$ cat src/hw/lcs_regs.svh
/*
  Register offsets, field positions, reset values and ramp timing for the
  LED sink current settings block. Definitions only; included by the
  block only, not by the package.
*/
`ifndef LCS_REGS_SVH
`define LCS_REGS_SVH

`define LCS_ADDR_RAMP_DOWN 8'h11
`define LCS_ADDR_RAMP_UP 8'h12
`define LCS_ADDR_SEL_LOW 8'h13
`define LCS_ADDR_SEL_HIGH 8'h14
`define LCS_ADDR_FULL_SCALE 8'h15

`define LCS_HOLD_MSB 5
`define LCS_HOLD_LSB 3
`define LCS_CODE_MSB 2
`define LCS_CODE_LSB 0

`define LCS_RST_SEL_LOW 8'h00
`define LCS_RST_SEL_HIGH 2'h0
`define LCS_RST_FULL_SCALE 3'h7
`define LCS_RST_RAMP 3'h0

`define LCS_PWM_HZ 32768
`define LCS_BASE_DIV 16
`define LCS_STEPS 8
`define LCS_STEP_TICKS ((`LCS_PWM_HZ / `LCS_BASE_DIV) / `LCS_STEPS)

`endif

$ cat src/hw/lcs_pkg.sv
/*
  Types for the LED sink current settings block.
  Includes nothing; lcs_regs.svh is used by the block only.
*/
package lcs_pkg;
  typedef enum logic [2:0] {
    ST_ACTIVE,
    ST_HOLD,
    ST_FADE,
    ST_SHDN,
    ST_RAMPUP
  } lcs_state_t;

  typedef struct packed {
    logic en;
    logic [7:0] addr;
    logic [7:0] data;
  } lcs_wr_t;

  typedef struct packed {
    logic holdoff;
    logic fadeoff;
    logic rampup;
    logic shutdown;
  } lcs_status_t;
endpackage : lcs_pkg

$ cat src/hw/lcs_top.sv
/*
  Current-setting register bank with the automatic ramp-down / ramp-up
  sequencer that drives the 3-bit reference scaling code.
  Assumes a register write/read port already decoded from the serial
  interface on i_mclk, and a free-running PWM clock arriving as a pin.
*/
`timescale 1ns/1ns
`include "lcs_regs.svh"

// Functional notes
// - Register 0x13 holds the half/full select bit of ports 0 to 7, bit n for port n, 1 = full.
// - Register 0x14 holds port 8 in bit 0 and port 9 in bit 1, upper bits ignored and read zero.
// - Bits 2:0 of register 0x15 set full current from 2.5mA (000) to 20mA (111) in equal steps.
// - A port on half sinks exactly half the full current, a port on full sinks the full current.
// - After reset the full-current code is 111, so half ports sink 10mA.
// - Half/full bits may change while outputs run and take effect at once.
// - A ramp-down request reduces the currents and enters shutdown with no further host action.
// - Leaving shutdown raises the currents back automatically.
// - Ramp-down runs a hold-off at full current, then the fade-off during which currents fall.
// - Register 0x11 holds hold-off in bits 5:3 and fade-off in bits 2:0; 000 is instant, else 1/16s doubling to 4s.
// - Register 0x12 holds the ramp-up code in bits 2:0; 000 is instant, else 1/16s doubling to 4s.
// - All ramp durations are counted in PWM clock periods, assuming 32768Hz.
// - The ramp steps a 3-bit scale on the master reference, bounded by the full-current code.
module lcs_top
  import lcs_pkg::*;
#(
  parameter logic [17:0] P_STEP_TICKS = 18'(`LCS_STEP_TICKS)
)(
  input wire logic i_mclk,
  input wire logic i_rst_n,
  input wire lcs_wr_t i_wr,
  input wire logic i_rd_en,
  input wire logic [7:0] i_rd_addr,
  input wire logic i_pwm_clk,
  input wire logic i_shdn_req,
  input wire logic i_wake_req,
  output logic [7:0] o_rd_data,
  output logic o_rd_valid,
  output logic [9:0] o_port_full,
  output logic [2:0] o_full_scale_code,
  output logic [2:0] o_ref_code,
  output lcs_status_t o_status
);

  logic [7:0] sel_low, next_sel_low;
  logic [1:0] sel_high, next_sel_high;
  logic [2:0] iset, next_iset;
  logic [2:0] hold_code, next_hold_code;
  logic [2:0] fade_code, next_fade_code;
  logic [2:0] up_code, next_up_code;
  logic [7:0] next_rd_data;
  logic next_rd_valid;
  logic pwm_s1, pwm_s2, pwm_s3;
  logic tick;
  lcs_state_t state, next_state;
  logic [17:0] cnt, next_cnt;
  logic [2:0] idx, next_idx;
  logic [2:0] next_ref;
  logic [2:0] dac;
  logic [2:0] cur_code;
  logic [17:0] step_len;

  // Register writes; reads never alter state
  always_comb
  begin
    next_sel_low = sel_low;
    next_sel_high = sel_high;
    next_iset = iset;
    next_hold_code = hold_code;
    next_fade_code = fade_code;
    next_up_code = up_code;
    if (i_wr.en)
    begin
      case (i_wr.addr)
        `LCS_ADDR_SEL_LOW: next_sel_low = i_wr.data;
        `LCS_ADDR_SEL_HIGH: next_sel_high = i_wr.data[1:0];
        `LCS_ADDR_FULL_SCALE: next_iset = i_wr.data[`LCS_CODE_MSB:`LCS_CODE_LSB];
        `LCS_ADDR_RAMP_DOWN:
        begin
          next_hold_code = i_wr.data[`LCS_HOLD_MSB:`LCS_HOLD_LSB];
          next_fade_code = i_wr.data[`LCS_CODE_MSB:`LCS_CODE_LSB];
        end
        `LCS_ADDR_RAMP_UP: next_up_code = i_wr.data[`LCS_CODE_MSB:`LCS_CODE_LSB];
        default: next_sel_low = sel_low;
      endcase
    end
    next_rd_valid = i_rd_en;
    next_rd_data = 8'h00;
    if (i_rd_en)
    begin
      case (i_rd_addr)
        `LCS_ADDR_SEL_LOW: next_rd_data = sel_low;
        `LCS_ADDR_SEL_HIGH: next_rd_data = {6'h00, sel_high};
        `LCS_ADDR_FULL_SCALE: next_rd_data = {5'h00, iset};
        `LCS_ADDR_RAMP_DOWN: next_rd_data = {2'h0, hold_code, fade_code};
        `LCS_ADDR_RAMP_UP: next_rd_data = {5'h00, up_code};
        default: next_rd_data = 8'h00;
      endcase
    end
  end

  always_ff @(posedge i_mclk or negedge i_rst_n)
  begin
    if (!i_rst_n)
    begin
      sel_low <= `LCS_RST_SEL_LOW;
      sel_high <= `LCS_RST_SEL_HIGH;
      iset <= `LCS_RST_FULL_SCALE;
      hold_code <= `LCS_RST_RAMP;
      fade_code <= `LCS_RST_RAMP;
      up_code <= `LCS_RST_RAMP;
      o_rd_data <= 8'h00;
      o_rd_valid <= 1'b0;
    end
    else
    begin
      sel_low <= next_sel_low;
      sel_high <= next_sel_high;
      iset <= next_iset;
      hold_code <= next_hold_code;
      fade_code <= next_fade_code;
      up_code <= next_up_code;
      o_rd_data <= next_rd_data;
      o_rd_valid <= next_rd_valid;
    end
  end

  // Half/full select goes straight to the sinks, so a change lands mid-PWM
  assign o_port_full = {sel_high, sel_low};
  assign o_full_scale_code = iset;

  // PWM clock pin is asynchronous; the third stage only feeds the edge detect
  always_ff @(posedge i_mclk or negedge i_rst_n)
  begin
    if (!i_rst_n)
    begin
      pwm_s1 <= 1'b0;
      pwm_s2 <= 1'b0;
      pwm_s3 <= 1'b0;
    end
    else
    begin
      pwm_s1 <= i_pwm_clk;
      pwm_s2 <= pwm_s1;
      pwm_s3 <= pwm_s2;
    end
  end

  assign tick = pwm_s2 & ~pwm_s3;

  // Every timed phase is eight equal steps; a code doubles the step length
  always_comb
  begin
    case (state)
      ST_HOLD: cur_code = hold_code;
      ST_FADE: cur_code = fade_code;
      default: cur_code = up_code;
    endcase
    step_len = (cur_code == 3'h0) ? P_STEP_TICKS : (P_STEP_TICKS << (cur_code - 3'h1));
  end

  always_comb
  begin
    next_state = state;
    next_cnt = cnt;
    next_idx = idx;
    case (state)
      ST_ACTIVE, ST_RAMPUP:
      begin
        if (i_shdn_req)
        begin
          next_cnt = 18'h00000;
          next_idx = 3'h0;
          if (hold_code != 3'h0)
            next_state = ST_HOLD;
          else if (fade_code != 3'h0)
            next_state = ST_FADE;
          else
            next_state = ST_SHDN;
        end
        else if (state == ST_RAMPUP && tick)
        begin
          if (cnt == step_len - 18'h00001)
          begin
            next_cnt = 18'h00000;
            next_idx = idx + 3'h1;
            if (idx == 3'h7)
              next_state = ST_ACTIVE;
          end
          else
            next_cnt = cnt + 18'h00001;
        end
      end
      ST_HOLD, ST_FADE:
      begin
        if (tick)
        begin
          if (cnt == step_len - 18'h00001)
          begin
            next_cnt = 18'h00000;
            next_idx = idx + 3'h1;
            if (idx == 3'h7)
            begin
              if (state == ST_HOLD && fade_code != 3'h0)
                next_state = ST_FADE;
              else
                next_state = ST_SHDN;
            end
          end
          else
            next_cnt = cnt + 18'h00001;
        end
      end
      ST_SHDN:
      begin
        if (i_wake_req)
        begin
          next_cnt = 18'h00000;
          next_idx = 3'h0;
          next_state = (up_code == 3'h0) ? ST_ACTIVE : ST_RAMPUP;
        end
      end
      default: next_state = ST_SHDN;
    endcase
    // Fade walks the scale down, ramp-up walks it up, clipped by full scale
    case (next_state)
      ST_FADE: dac = 3'h7 - next_idx;
      ST_RAMPUP: dac = next_idx;
      ST_SHDN: dac = 3'h0;
      default: dac = 3'h7;
    endcase
    next_ref = (dac < next_iset) ? dac : next_iset;
  end

  always_ff @(posedge i_mclk or negedge i_rst_n)
  begin
    if (!i_rst_n)
    begin
      state <= ST_SHDN;
      cnt <= 18'h00000;
      idx <= 3'h0;
      o_ref_code <= 3'h0;
    end
    else
    begin
      state <= next_state;
      cnt <= next_cnt;
      idx <= next_idx;
      o_ref_code <= next_ref;
    end
  end

  assign o_status = '{holdoff: state == ST_HOLD, fadeoff: state == ST_FADE,
                      rampup: state == ST_RAMPUP, shutdown: state == ST_SHDN};
endmodule : lcs_top
$ cat config.mk
export PLATFORM = sky130hd
export DESIGN_NAME = lcs_top
export DESIGN_NICKNAME = d
export VERILOG_FILES = /design/src/hw/lcs_pkg.sv /design/src/hw/lcs_top.sv
export VERILOG_INCLUDE_DIRS = /design/src /design/src/hw
export SDC_FILE = /design/constraint.sdc
export NUM_CORES = 1
export LEC_CHECK = 0
export BUFFER_PORTS_ARGS = -buffer_cell sky130_fd_sc_hd__buf_2
export CAP_MARGIN = 20
export CORE_MARGIN = 4
export CORE_UTILIZATION = 51
export CTS_CLUSTER_SIZE = 25
export DETAILED_ROUTE_END_ITERATION = 16
export GPL_ROUTABILITY_DRIVEN = 0
export HOLD_SLACK_MARGIN = 0.08
export PLACE_DENSITY = 0.76
export SYNTH_ARGS = -nofsm -noshare
export SYNTH_HDL_FRONTEND = slang
export SYNTH_SLANG_ARGS = --single-unit
$ cat constraint.sdc
create_clock -name i_mclk -period 4.3 [get_ports i_mclk]
set_clock_uncertainty 0.05 [all_clocks]
set_input_delay 0.86 -clock i_mclk [delete_from_list [all_inputs] [get_ports i_mclk]]
set_output_delay 0.86 -clock i_mclk [all_outputs]
set_load 0.1 [all_outputs]
==> results of run 1 <==
## cells in the mapped netlist (6+ instances only)
cell type | count | share of area [%]
ha_1 | 7 | 2.5
nor3_1 | 7 | 0.98
nor2_1 | 34 | 3.6
dfrtp_1 | 56 | 39
a22oi_1 | 11 | 2.3
mux2_2 | 21 | 6.6
inv_1 | 9 | 0.95
clkbuf_1 | 9 | 0.95
nand3_1 | 22 | 3.1
o21ai_0 | 35 | 4.9
and3_1 | 17 | 3.0
nand2b_1 | 6 | 1.1
a21oi_1 | 14 | 2.0
nand2_1 | 25 | 2.6
nor2b_1 | 7 | 1.2
## metrics by stage
step                      cells  TNS, ps  setup WS (ps)  util, %  instance area [um^2]
after floorplan             366    -2760           -884        -                  3620
after global placement      551     -364           -173     63.2                  4300
after detailed placement    551     -815           -314     63.2                  4300
after CTS                   580     -528           -246     68.7                  4670
after global routing        584    -1590           -579     70.0                  4750
final                       584     -779           -322     70.0                  4750
## kinds of logic after synthesis
| kind of cell | count (synthesis) | synth area share (%) |
|---|---|---|
| xor gates and xnor gates | 10 | 2.88 |
| buffers and inverters | 23 | 2.67 |
| DFF | 61 | 43.1 |
| AOI/OAI and AO/OA | 95 | 18.7 |
| adders and majority gates | 8 | 2.78 |
| muxes | 28 | 8.90 |
| and+or+nand+nor | 141 | 21.0 |
## cell type report
class / instances / area, um^2
fill: 487 / 2040
sequential: 61 / 1530
timing repair buffer: 119 / 749
clock inverter: 3 / 67.6
inverter: 10 / 37.5
clock buffer: 13 / 159
tap: 96 / 120
multi-input combinational: 282 / 2090
## state kept, by name (all words and copies together), names as in the netlist
signal,flops
cnt,18
pwm_s3,1
pwm_s2,1
idx,3
sel_low,8
up_code,3
o_rd_data,8
state,3
o_full_scale_code,3
o_ref_code,3
sel_high,2
fade_code,3
o_rd_valid,1
pwm_s1,1
hold_code,3
## worst paths after layout
path | start | depth (start not counted) | endpoint | slack (ps)
min in group asynchronous | i_rst_n | 1 | o_rd_data[7]$_DFF_PN0_ | 480
setup / recovery | state[1]$_DFF_PN1_ | 23 | o_ref_code[1]$_DFF_PN0_ | -320
setup reg to reg | state[1]$_DFF_PN1_ | 23 | o_ref_code[1]$_DFF_PN0_ | -320
hold reg to reg | pwm_s1$_DFF_PN0_ | 0 | pwm_s2$_DFF_PN0_ | 300
hold / removal | pwm_s1$_DFF_PN0_ | 0 | pwm_s2$_DFF_PN0_ | 300
max in group asynchronous | i_rst_n | 2 | o_full_scale_code[2]$_DFF_PN1_ | 2810
## worst max-delay path, cell delays in order, from the launching register on
cell,delay (ps)
dfstp_2,600
buf_6,130
o21a_4,130
o31ai_4,80
nor2_2,240
nor2_4,80
ha_4,270
nor2b_4,140
nand3_2,90
ha_4,280
xor2_1,150
and3_1,230
nand2_1,70
mux2i_1,130
and3b_2,220
o2111ai_4,100
buf_4,160
mux2_4,320
a21boi_2,160
a21oi_2,60
ha_1,310
nand2_1,60
o21ai_2,140
mux2_4,300
## per-layer routing
layer	up-vias	track usage [%]	routed length (um)
met2	105	37.9	4740
met3	16	5.30	478
li1	1574	-	-
met1	1629	30.2	4090
met4	0	7.66	138
met5	-	0	0
## power by group
group | total (uW) | internal, uW | leakage, uW | switching (uW)
sequential | 618 | 599 | 0.000816 | 18.2
clock | 581 | 359 | 0.000110 | 222
combinational | 258 | 91.9 | 0.00134 | 166
## repair_timing
item                       in CTS  in global routing
hold endpoints to repair        0                  0
pin swaps                      13                 15
buffers inserted               13                  4
setup endpoints to repair       3                 13
resized for setup              13                 10
hold buffers                    0                  0
==> results.yml, run 1 <==
run_status:
  outcome: "finished, violations left"
  violations: "setup timing"
sta:
  whs_ps: 297
  period_needed_ps: 4620
  fmax_mhz: 216
  finalCritPeriodShare_pct: 107
  setup_slack_ps: -322
  report.final.setup_viol: 3
  rsz0062_at_grt: "yes"
  worst_pin_slew_ps: 1040
  slew_violations: 0
  hold_viol_final: 0
  maxSlewHeadroom_pct: 30.0
clocking:
  cts_buffer_depth: 2
  clock_sinks: 61
  cts_tree: "yes"
  cts-root-buf: "clkbuf_8"
  htree_levels: 3
  clock_latency_ps: 340
  clkTransAtPathRegs_ps: 60
  cts_buffers: 9
power_and_ir_drop:
  power_density_mw_per_mm2: 306
  ir_drop_uv: 219
  p_leak_uw: 0.00227
  p_total_uw: 1460
place:
  portBuffers: 59
  hpwl_um: 6570
layout:
  final_cell_mix: "buf_2 (59), buf_4 (59), dfrtp_1 (56)"
  num_antenna_cells: 0
  nets: 521
  areaGrowthSynthToFinish_pct: 33.6
  drive_gt1_share_pct: 41.0
synthesis:
  seq_area_frac_synth_pct: 43.1
  synthFlopType: "dfrtp_1"
  postSynthCellCount: 366
  synth-edff-count: 0
  syn_area_mm2: 0.00356
  ys_warn_count: 0
  avgSynthCellArea_um2: 9.72
  syn_nets: 404
  synthArstFlopShare_pct: 100
  ys_seq_elements: 61
  ys_types: 64
detailed_routing:
  ant_nets: 0
  via_per_inst: 5.69
  drc: 0
  vias: 3324
  wire_per_inst_um: 16.2
  drt_iter0_markers: 203
  drtPass1Iterations: 5
  wl_um: 9450
worst_hold_path:
  hold_class: "reg -> reg"
worst_setup_path:
  endpoint_kind: "flip-flop"
  crit_fanout: 6
  cp.required_ps: 4470
  cp-start-kind: "flip-flop"
  cp.arrival_ps: 4790
  worstSetupPathType: "reg -> reg"
global_routing:
  grt_pass1_wl_um: 15600
  overflow: 0
  antenna_found_initial: 0
  track_usage_pct: 23.1
  grt_max_degree: 35
  grt_pass1_vias: 3317
floorplanning:
  fp.dieH_um: 91.5
  coreArea_mm2: 0.00679
  io-pin-count: 60
  fp.dieArea_mm2: 0.00838
  die_w_um: 91.5
  rows: 30
  initial_core_util_pct: 52.4
job:
  maxCapViolCount: 0
Note: power is estimated with default switching activity, not from simulation.
==> run 2, diff against run 1 <==
--- a/config.mk
+++ b/config.mk
@@ -10,10 +10,12 @@
 export CAP_MARGIN = 20
 export CORE_MARGIN = 4
 export CORE_UTILIZATION = 51
+export CTS_BUF_LIST = sky130_fd_sc_hd__clkbuf_4 sky130_fd_sc_hd__clkbuf_8 sky130_fd_sc_hd__clkbuf_16
 export CTS_CLUSTER_SIZE = 25
 export DETAILED_ROUTE_END_ITERATION = 16
 export GPL_ROUTABILITY_DRIVEN = 0
 export HOLD_SLACK_MARGIN = 0.08
+export MAX_ROUTING_LAYER = met4
 export PLACE_DENSITY = 0.76
 export SYNTH_ARGS = -nofsm -noshare
 export SYNTH_HDL_FRONTEND = slang
==> results.yml, run 2 (synthesis gave the netlist of run 1 again) <==
place:
  dpl.cell_count: 551
  hpwl_um: 6570
  portBuffers: 59
  postPlaceCellArea_mm2: 0.00430
worst_setup_path:
  rr_worst_depth: 23
  worstReg2RegEnd: "o_ref_code[1]$_DFF_PN0_"
  r2r_slack_ps: -290
  r2r_start: "state[1]$_DFF_PN1_"
  worstSetupPathType: "reg -> reg"
  endpoint_kind: "flip-flop"
  cp-start-kind: "flip-flop"
  crit_fanout: 6
  cp.arrival_ps: 4760
  cp.required_ps: 4470
layout:
  top_regs: "cnt x18, o_rd_data x8, sel_low x8"
  final_area_mm2: 0.00476
  final_common_cell: "buf_4"
  final_util_pct: 70.1
  final_cell_mix: "buf_4 (60), buf_2 (59), dfrtp_1 (56)"
  areaGrowthSynthToFinish_pct: 33.8
  nets: 522
  largest_reg_flops: 18
  fin_cells: 585
  largest_register: "cnt"
  num_antenna_cells: 0
  drive_gt1_share_pct: 41.3
clocking:
  cts_buffers: 9
  clock_latency_ps: 340
  cts-root-buf: "clkbuf_8"
  clock_sinks: 61
  cts_tree: "yes"
  cts_buffer_depth: 2
  clkTransAtPathRegs_ps: 60
  htree_levels: 3
detailed_routing:
  via_per_inst: 5.65
  drtPass1Iterations: 4
  wire_per_inst_um: 16.1
  drt_iter0_markers: 216
  wl_um: 9430
  drc: 0
  ant_nets: 0
  vias: 3303
floorplanning:
  initial_core_util_pct: 52.4
  io-pin-count: 60
  fp.dieH_um: 91.5
  coreArea_mm2: 0.00679
  rows: 30
  die_w_um: 91.5
  fp.dieArea_mm2: 0.00838
global_routing:
  overflow: 0
  grt_pass1_vias: 3296
  grt_max_degree: 35
  antenna_found_initial: 0
  track_usage_pct: 23.6
  grt_pass1_wl_um: 15500
power_and_ir_drop:
  seqPwrFrac_pct: 42.0
  switching_share_pct: 27.7
  ir_drop_uv: 219
  switchingPower_uw: 407
  power_frac_comb_pct: 17.5
  power.internal_uw: 1060
  power_density_mw_per_mm2: 309
  p_clk_share_pct: 40.4
  p_leak_uw: 0.00227
sta:
  hold_viol_final: 0
  worst_pin_slew_ps: 1040
  report.final.setup_viol: 3
  maxSlewHeadroom_pct: 29.7
  period_needed_ps: 4590
  rsz0062_at_grt: "yes"
  fin_tns_setup_ps: -821
  finalCritPeriodShare_pct: 107
  slew_violations: 0
  setup_slack_ps: -289
  fmax_mhz: 218
worst_hold_path:
  hold_class: "reg -> reg"
  whs_path_depth: 0
  min_to: "pwm_s2$_DFF_PN0_"
  min_from: "pwm_s1$_DFF_PN0_"
run_status:
  outcome: "finished, violations left"
  violations: "setup timing"
job:
  maxCapViolCount: 0
-- run 2: cell types whose count changed in the layout (fill, tap and decap cells not counted) --
cell,delta
o21a_1,+1
buf_4,+1
o21a_4,-1
clkbuf_1,-2
clkbuf_4,+2
-- run 2: layer usage --
layer	track usage, %	vias to the layer above	wire (um)
li1	-	1574	-
met1	30.0	1616	3960
met2	37.8	97	4770
met3	5.30	16	538
met4	7.04	0	159
met5	-	-	0
-- run 2: final cells by class --
class                      count  area [um^2]
timing repair buffer         120          757
clock inverter                 3         67.6
multi-input combinational    282         2080
clock buffer                  13          166
fill                         493         2030
tap                           96          120
sequential                    61         1530
inverter                      10         37.5
-- run 2: power by group through the flow --
stage          Clock (uW)  Combinational (uW)  Sequential, uW
5_1_grt               631                 279             621
4_1_cts               601                 251             617
6_report              594                 258             618
3_3_place_gp            0                 235             626
3_5_place_dp            0                 241             627
2_1_floorplan           0                98.7             690
-- run 2: worst max-delay path by stage --
| stage | slack, ps | depth (start not counted) | from | to |
|---|---|---|---|---|
| finish | -290 | 23 | state[1]$_DFF_PN1_ | o_ref_code[1]$_DFF_PN0_ |
| floorplan | -880 | 22 | state[1]$_DFF_PN1_ | o_ref_code[1]$_DFF_PN0_ |
| global placement | -170 | 22 | state[1]$_DFF_PN1_ | o_ref_code[1]$_DFF_PN0_ |
| CTS | -250 | 23 | state[1]$_DFF_PN1_ | o_ref_code[1]$_DFF_PN0_ |
| global route | -520 | 23 | state[1]$_DFF_PN1_ | o_ref_code[1]$_DFF_PN0_ |
| detailed placement | -310 | 22 | state[1]$_DFF_PN1_ | o_ref_code[1]$_DFF_PN0_ |
-- run 2: worst max-delay path, stage by stage (launching register included) --
cell and delay, ps:
dfstp_2 610, buf_6 130, o21a_1 200, o31ai_4 100, nor2_2 180, nor2_4 70, ha_4 260, nor2b_4 140
nand3_2 90, ha_4 280, xor2_1 140, and3_1 210, nand2_1 60, mux2i_1 120, and3b_2 210, o2111ai_4 100
buf_4 160, mux2_4 320, a21boi_2 160, a21oi_2 60, ha_1 310, nand2_1 60, o21ai_2 140, mux2_4 300
-- run 2: repair_timing --
action / CTS / global route
resized for setup: 13 / 9
cloned: 0 / 0
hold endpoints to repair: 0 / 0
buffers inserted: 13 / 5
endpoints found under the setup margin: 3 / 13
hold buffers: 0 / 0
pin swaps: 13 / 17
-- run 2: per-stage QoR --
stage	hold slack (ps)	setup WS, ps	power (uW)
after global routing	320	-516	1530
final	297	-289	1470
after global placement	285	-173	862
after floorplan	281	-884	789
after detailed placement	286	-314	869
after CTS	300	-246	1470
==> run 3, diff against run 2 <==
--- a/config.mk
+++ b/config.mk
@@ -6,17 +6,17 @@
 export SDC_FILE = /design/constraint.sdc
 export NUM_CORES = 1
 export LEC_CHECK = 0
+export ABC_AREA = 1
 export BUFFER_PORTS_ARGS = -buffer_cell sky130_fd_sc_hd__buf_2
 export CAP_MARGIN = 20
-export CORE_MARGIN = 4
-export CORE_UTILIZATION = 51
+export CORE_UTILIZATION = 60
 export CTS_BUF_LIST = sky130_fd_sc_hd__clkbuf_4 sky130_fd_sc_hd__clkbuf_8 sky130_fd_sc_hd__clkbuf_16
 export CTS_CLUSTER_SIZE = 25
 export DETAILED_ROUTE_END_ITERATION = 16
 export GPL_ROUTABILITY_DRIVEN = 0
 export HOLD_SLACK_MARGIN = 0.08
 export MAX_ROUTING_LAYER = met4
-export PLACE_DENSITY = 0.76
+export PLACE_DENSITY = 0.85
 export SYNTH_ARGS = -nofsm -noshare
 export SYNTH_HDL_FRONTEND = slang
 export SYNTH_SLANG_ARGS = --single-unit
==> constraint.sdc (replaced) <==
create_clock -name i_mclk -period 5.3 [get_ports i_mclk]
set_clock_uncertainty 0.05 [all_clocks]
set_input_delay 1.06 -clock i_mclk [delete_from_list [all_inputs] [get_ports i_mclk]]
set_output_delay 1.06 -clock i_mclk [all_outputs]
set_load 0.1 [all_outputs]
==> results.yml, run 3 <==
run_status:
  outcome: "finished clean"
synthesis:
  synth_mux_area_share_pct: 0.650
  syn_area_mm2: 0.00347
  synthAdderAreaFrac_pct: 2.53
  yosysMostFrequentCell: "nand2_1"
  postSynthCellCount: 441
  avgSynthCellArea_um2: 7.86
  synthArstFlopShare_pct: 100
  ys_warn_count: 0
  synth_xor_area_share_pct: 2.53
  yosys.area_share.simple_pct: 28.4
  synth.area.top_cells: "dfrtp_1 (40%), nand2_1 (9.0%), inv_1 (8.0%), o21ai_0 (4.6%), nor2_1 (4.5%)"
  seq_area_frac_synth_pct: 44.2
  synth-edff-count: 0
  yosysTopAreaCell: "dfrtp_1"
  netlist_top_cells_count: "nand2_1 (83), inv_1 (74), dfrtp_1 (56)"
  synth_top_family_by_area: "simple AND/OR/NAND/NOR gates"
  syn_nets: 479
  synthFlopType: "dfrtp_1"
  ys_types: 36
  synthDominantCellAreaShare_pct: 40.4
  synth-compound-area-share_pct: 12.7
  ys_seq_elements: 61
power_and_ir_drop:
  seqPwrFrac_pct: 34.4
  p_total_uw: 1570
  p_clk_share_pct: 24.1
  ir_drop_uv: 581
  switching_share_pct: 45.2
  p_leak_uw: 0.00199
  power_frac_comb_pct: 41.4
  power_density_mw_per_mm2: 388
  power.internal_uw: 860
  switchingPower_uw: 708
sta:
  report.final.setup_viol: 0
  fin_tns_setup_ps: 0
  hold_viol_final: 0
  setup_slack_ps: 621
  finalCritPeriodShare_pct: 88.3
  period_needed_ps: 4680
  rsz0062_at_grt: "no"
  fmax_mhz: 214
  maxSlewHeadroom_pct: 48.8
  slew_violations: 0
  worst_pin_slew_ps: 769
layout:
  largest_reg_flops: 18
  final_common_cell: "nand2_1"
  largest_register: "cnt"
  num_antenna_cells: 0
  seqCellArea_mm2: 0.00153
  areaGrowthSynthToFinish_pct: 16.5
  top_regs: "cnt x18, o_rd_data x8, sel_low x8"
  n_fill_cell: 447
  final_util_pct: 72.9
  drive_gt1_share_pct: 22.1
  multi_input_area_mm2: 0.00162
  final_cell_mix: "nand2_1 (83), inv_1 (74), buf_2 (59)"
  nets: 548
  fin_cells: 587
clocking:
  cts-root-buf: "clkbuf_8"
  post-cts-setup-buffer-count: 0
  holdBufCountCts: 0
  cts_buffers: 9
  clkTransAtPathRegs_ps: 70
  cts_tree: "yes"
  post_cts_resized: 0
  cts_buffer_depth: 2
  clock_latency_ps: 350
  clock_sinks: 61
  htree_levels: 3
place:
  post-place-ws_ps: 677
  hpwl_um: 5950
  portBuffers: 59
  dpl.cell_count: 571
floorplanning:
  coreArea_mm2: 0.00554
  rows: 27
  io-pin-count: 60
  fp.dieH_um: 78
  die_w_um: 78
  initial_core_util_pct: 62.6
  fp.dieArea_mm2: 0.00608
global_routing:
  grt_pass1_wl_um: 13500
  overflow: 0
  track_usage_pct: 29.7
  grt_max_degree: 62
  antenna_found_initial: 0
  grt_pass1_vias: 3020
detailed_routing:
  wire_per_inst_um: 13.5
  drt_iter0_markers: 176
  via_per_inst: 5.41
  drtPass1Iterations: 5
  vias: 3173
  drc: 0
  ant_nets: 0
  wl_um: 7910
worst_setup_path:
  max_stage_delay_ps: 580
  cp.arrival_ps: 4870
  cp.required_ps: 5490
  worstSetupPathType: "reg -> reg"
  endpoint_kind: "flip-flop"
  cp_common_cell: "nand2_1"
  critPathSlowestCell: "dfstp_2"
  cp-start-kind: "flip-flop"
  crit_fanout: 6
job:
  maxCapViolCount: 0
worst_hold_path:
  hold_class: "reg -> reg"
-- run 3: metrics by stage --
step           hold WS (ps)  cell area (um^2)
6_report                301              4040
5_1_grt                 308              4040
4_1_cts                 303              4040
3_5_place_dp            287              3850
3_3_place_gp            284              3850
2_1_floorplan           281              3470
-- run 3: path summary, 6_finish.rpt --
kind	startpoint	to	slack [ps]	depth (start not counted)
worst min register to register	pwm_s1$_DFF_PN0_	pwm_s2$_DFF_PN0_	300	0
max in group asynchronous	i_rst_n	cnt[11]$_DFFE_PN0P_	3870	2
worst max register to register	state[1]$_DFF_PN1_	o_ref_code[0]$_DFF_PN0_	620	29
worst max-delay path	state[1]$_DFF_PN1_	o_ref_code[0]$_DFF_PN0_	620	29
worst min-delay path	pwm_s1$_DFF_PN0_	pwm_s2$_DFF_PN0_	300	0
min in group asynchronous	i_rst_n	sel_low[7]$_DFFE_PN0P_	810	2
-- run 3: metal layers --
layer	GRT usage (%)	wire length, um	up-vias
li1	-	-	1590
met1	37.4	3560	1492
met2	47.0	3850	73
met3	6.24	309	18
met4	12.2	195	0
met5	-	0	-
-- run 3: layout make-up --
type                            instances  share of cell area (%)
Timing Repair Buffer                   61                    7.69
Clock buffer                           12                    3.94
Tap cell                               72                    2.23
Sequential cell                        61                    38.0
Multi-Input combinational cell        297                    40.2
Clock inverter                          4                   0.558
Inverter                               80                    7.44
-- run 3: worst max-delay path: cells and delay by family, from the launching register on --
family | cells | cell delay (ps)
simple gates | 17 | 1870
fa+ha+maj | 3 | 860
compound gates | 3 | 720
flops | 1 | 580
buf+inv | 5 | 340
xor+xnor | 1 | 130
-- run 3: cells by family (layout without fill, tap and decap cells) --
group / Yosys count / count (layout)
buffers and inverters: 83 / 157
DFF: 61 / 61
xor gates and xnor gates: 10 / 10
muxes: 2 / 2
AOI/OAI and AO/OA: 75 / 75
adders and majority gates: 7 / 7
and+or+nand+nor: 203 / 203
-- run 3: power groups by stage --
stage | Combinational [uW] | Sequential, uW | Clock, uW
floorplan | 398 | 654 | 0
global placement | 624 | 545 | 0
detailed placement | 646 | 547 | 0
CTS | 649 | 539 | 385
global route | 706 | 543 | 403
finish | 649 | 539 | 378
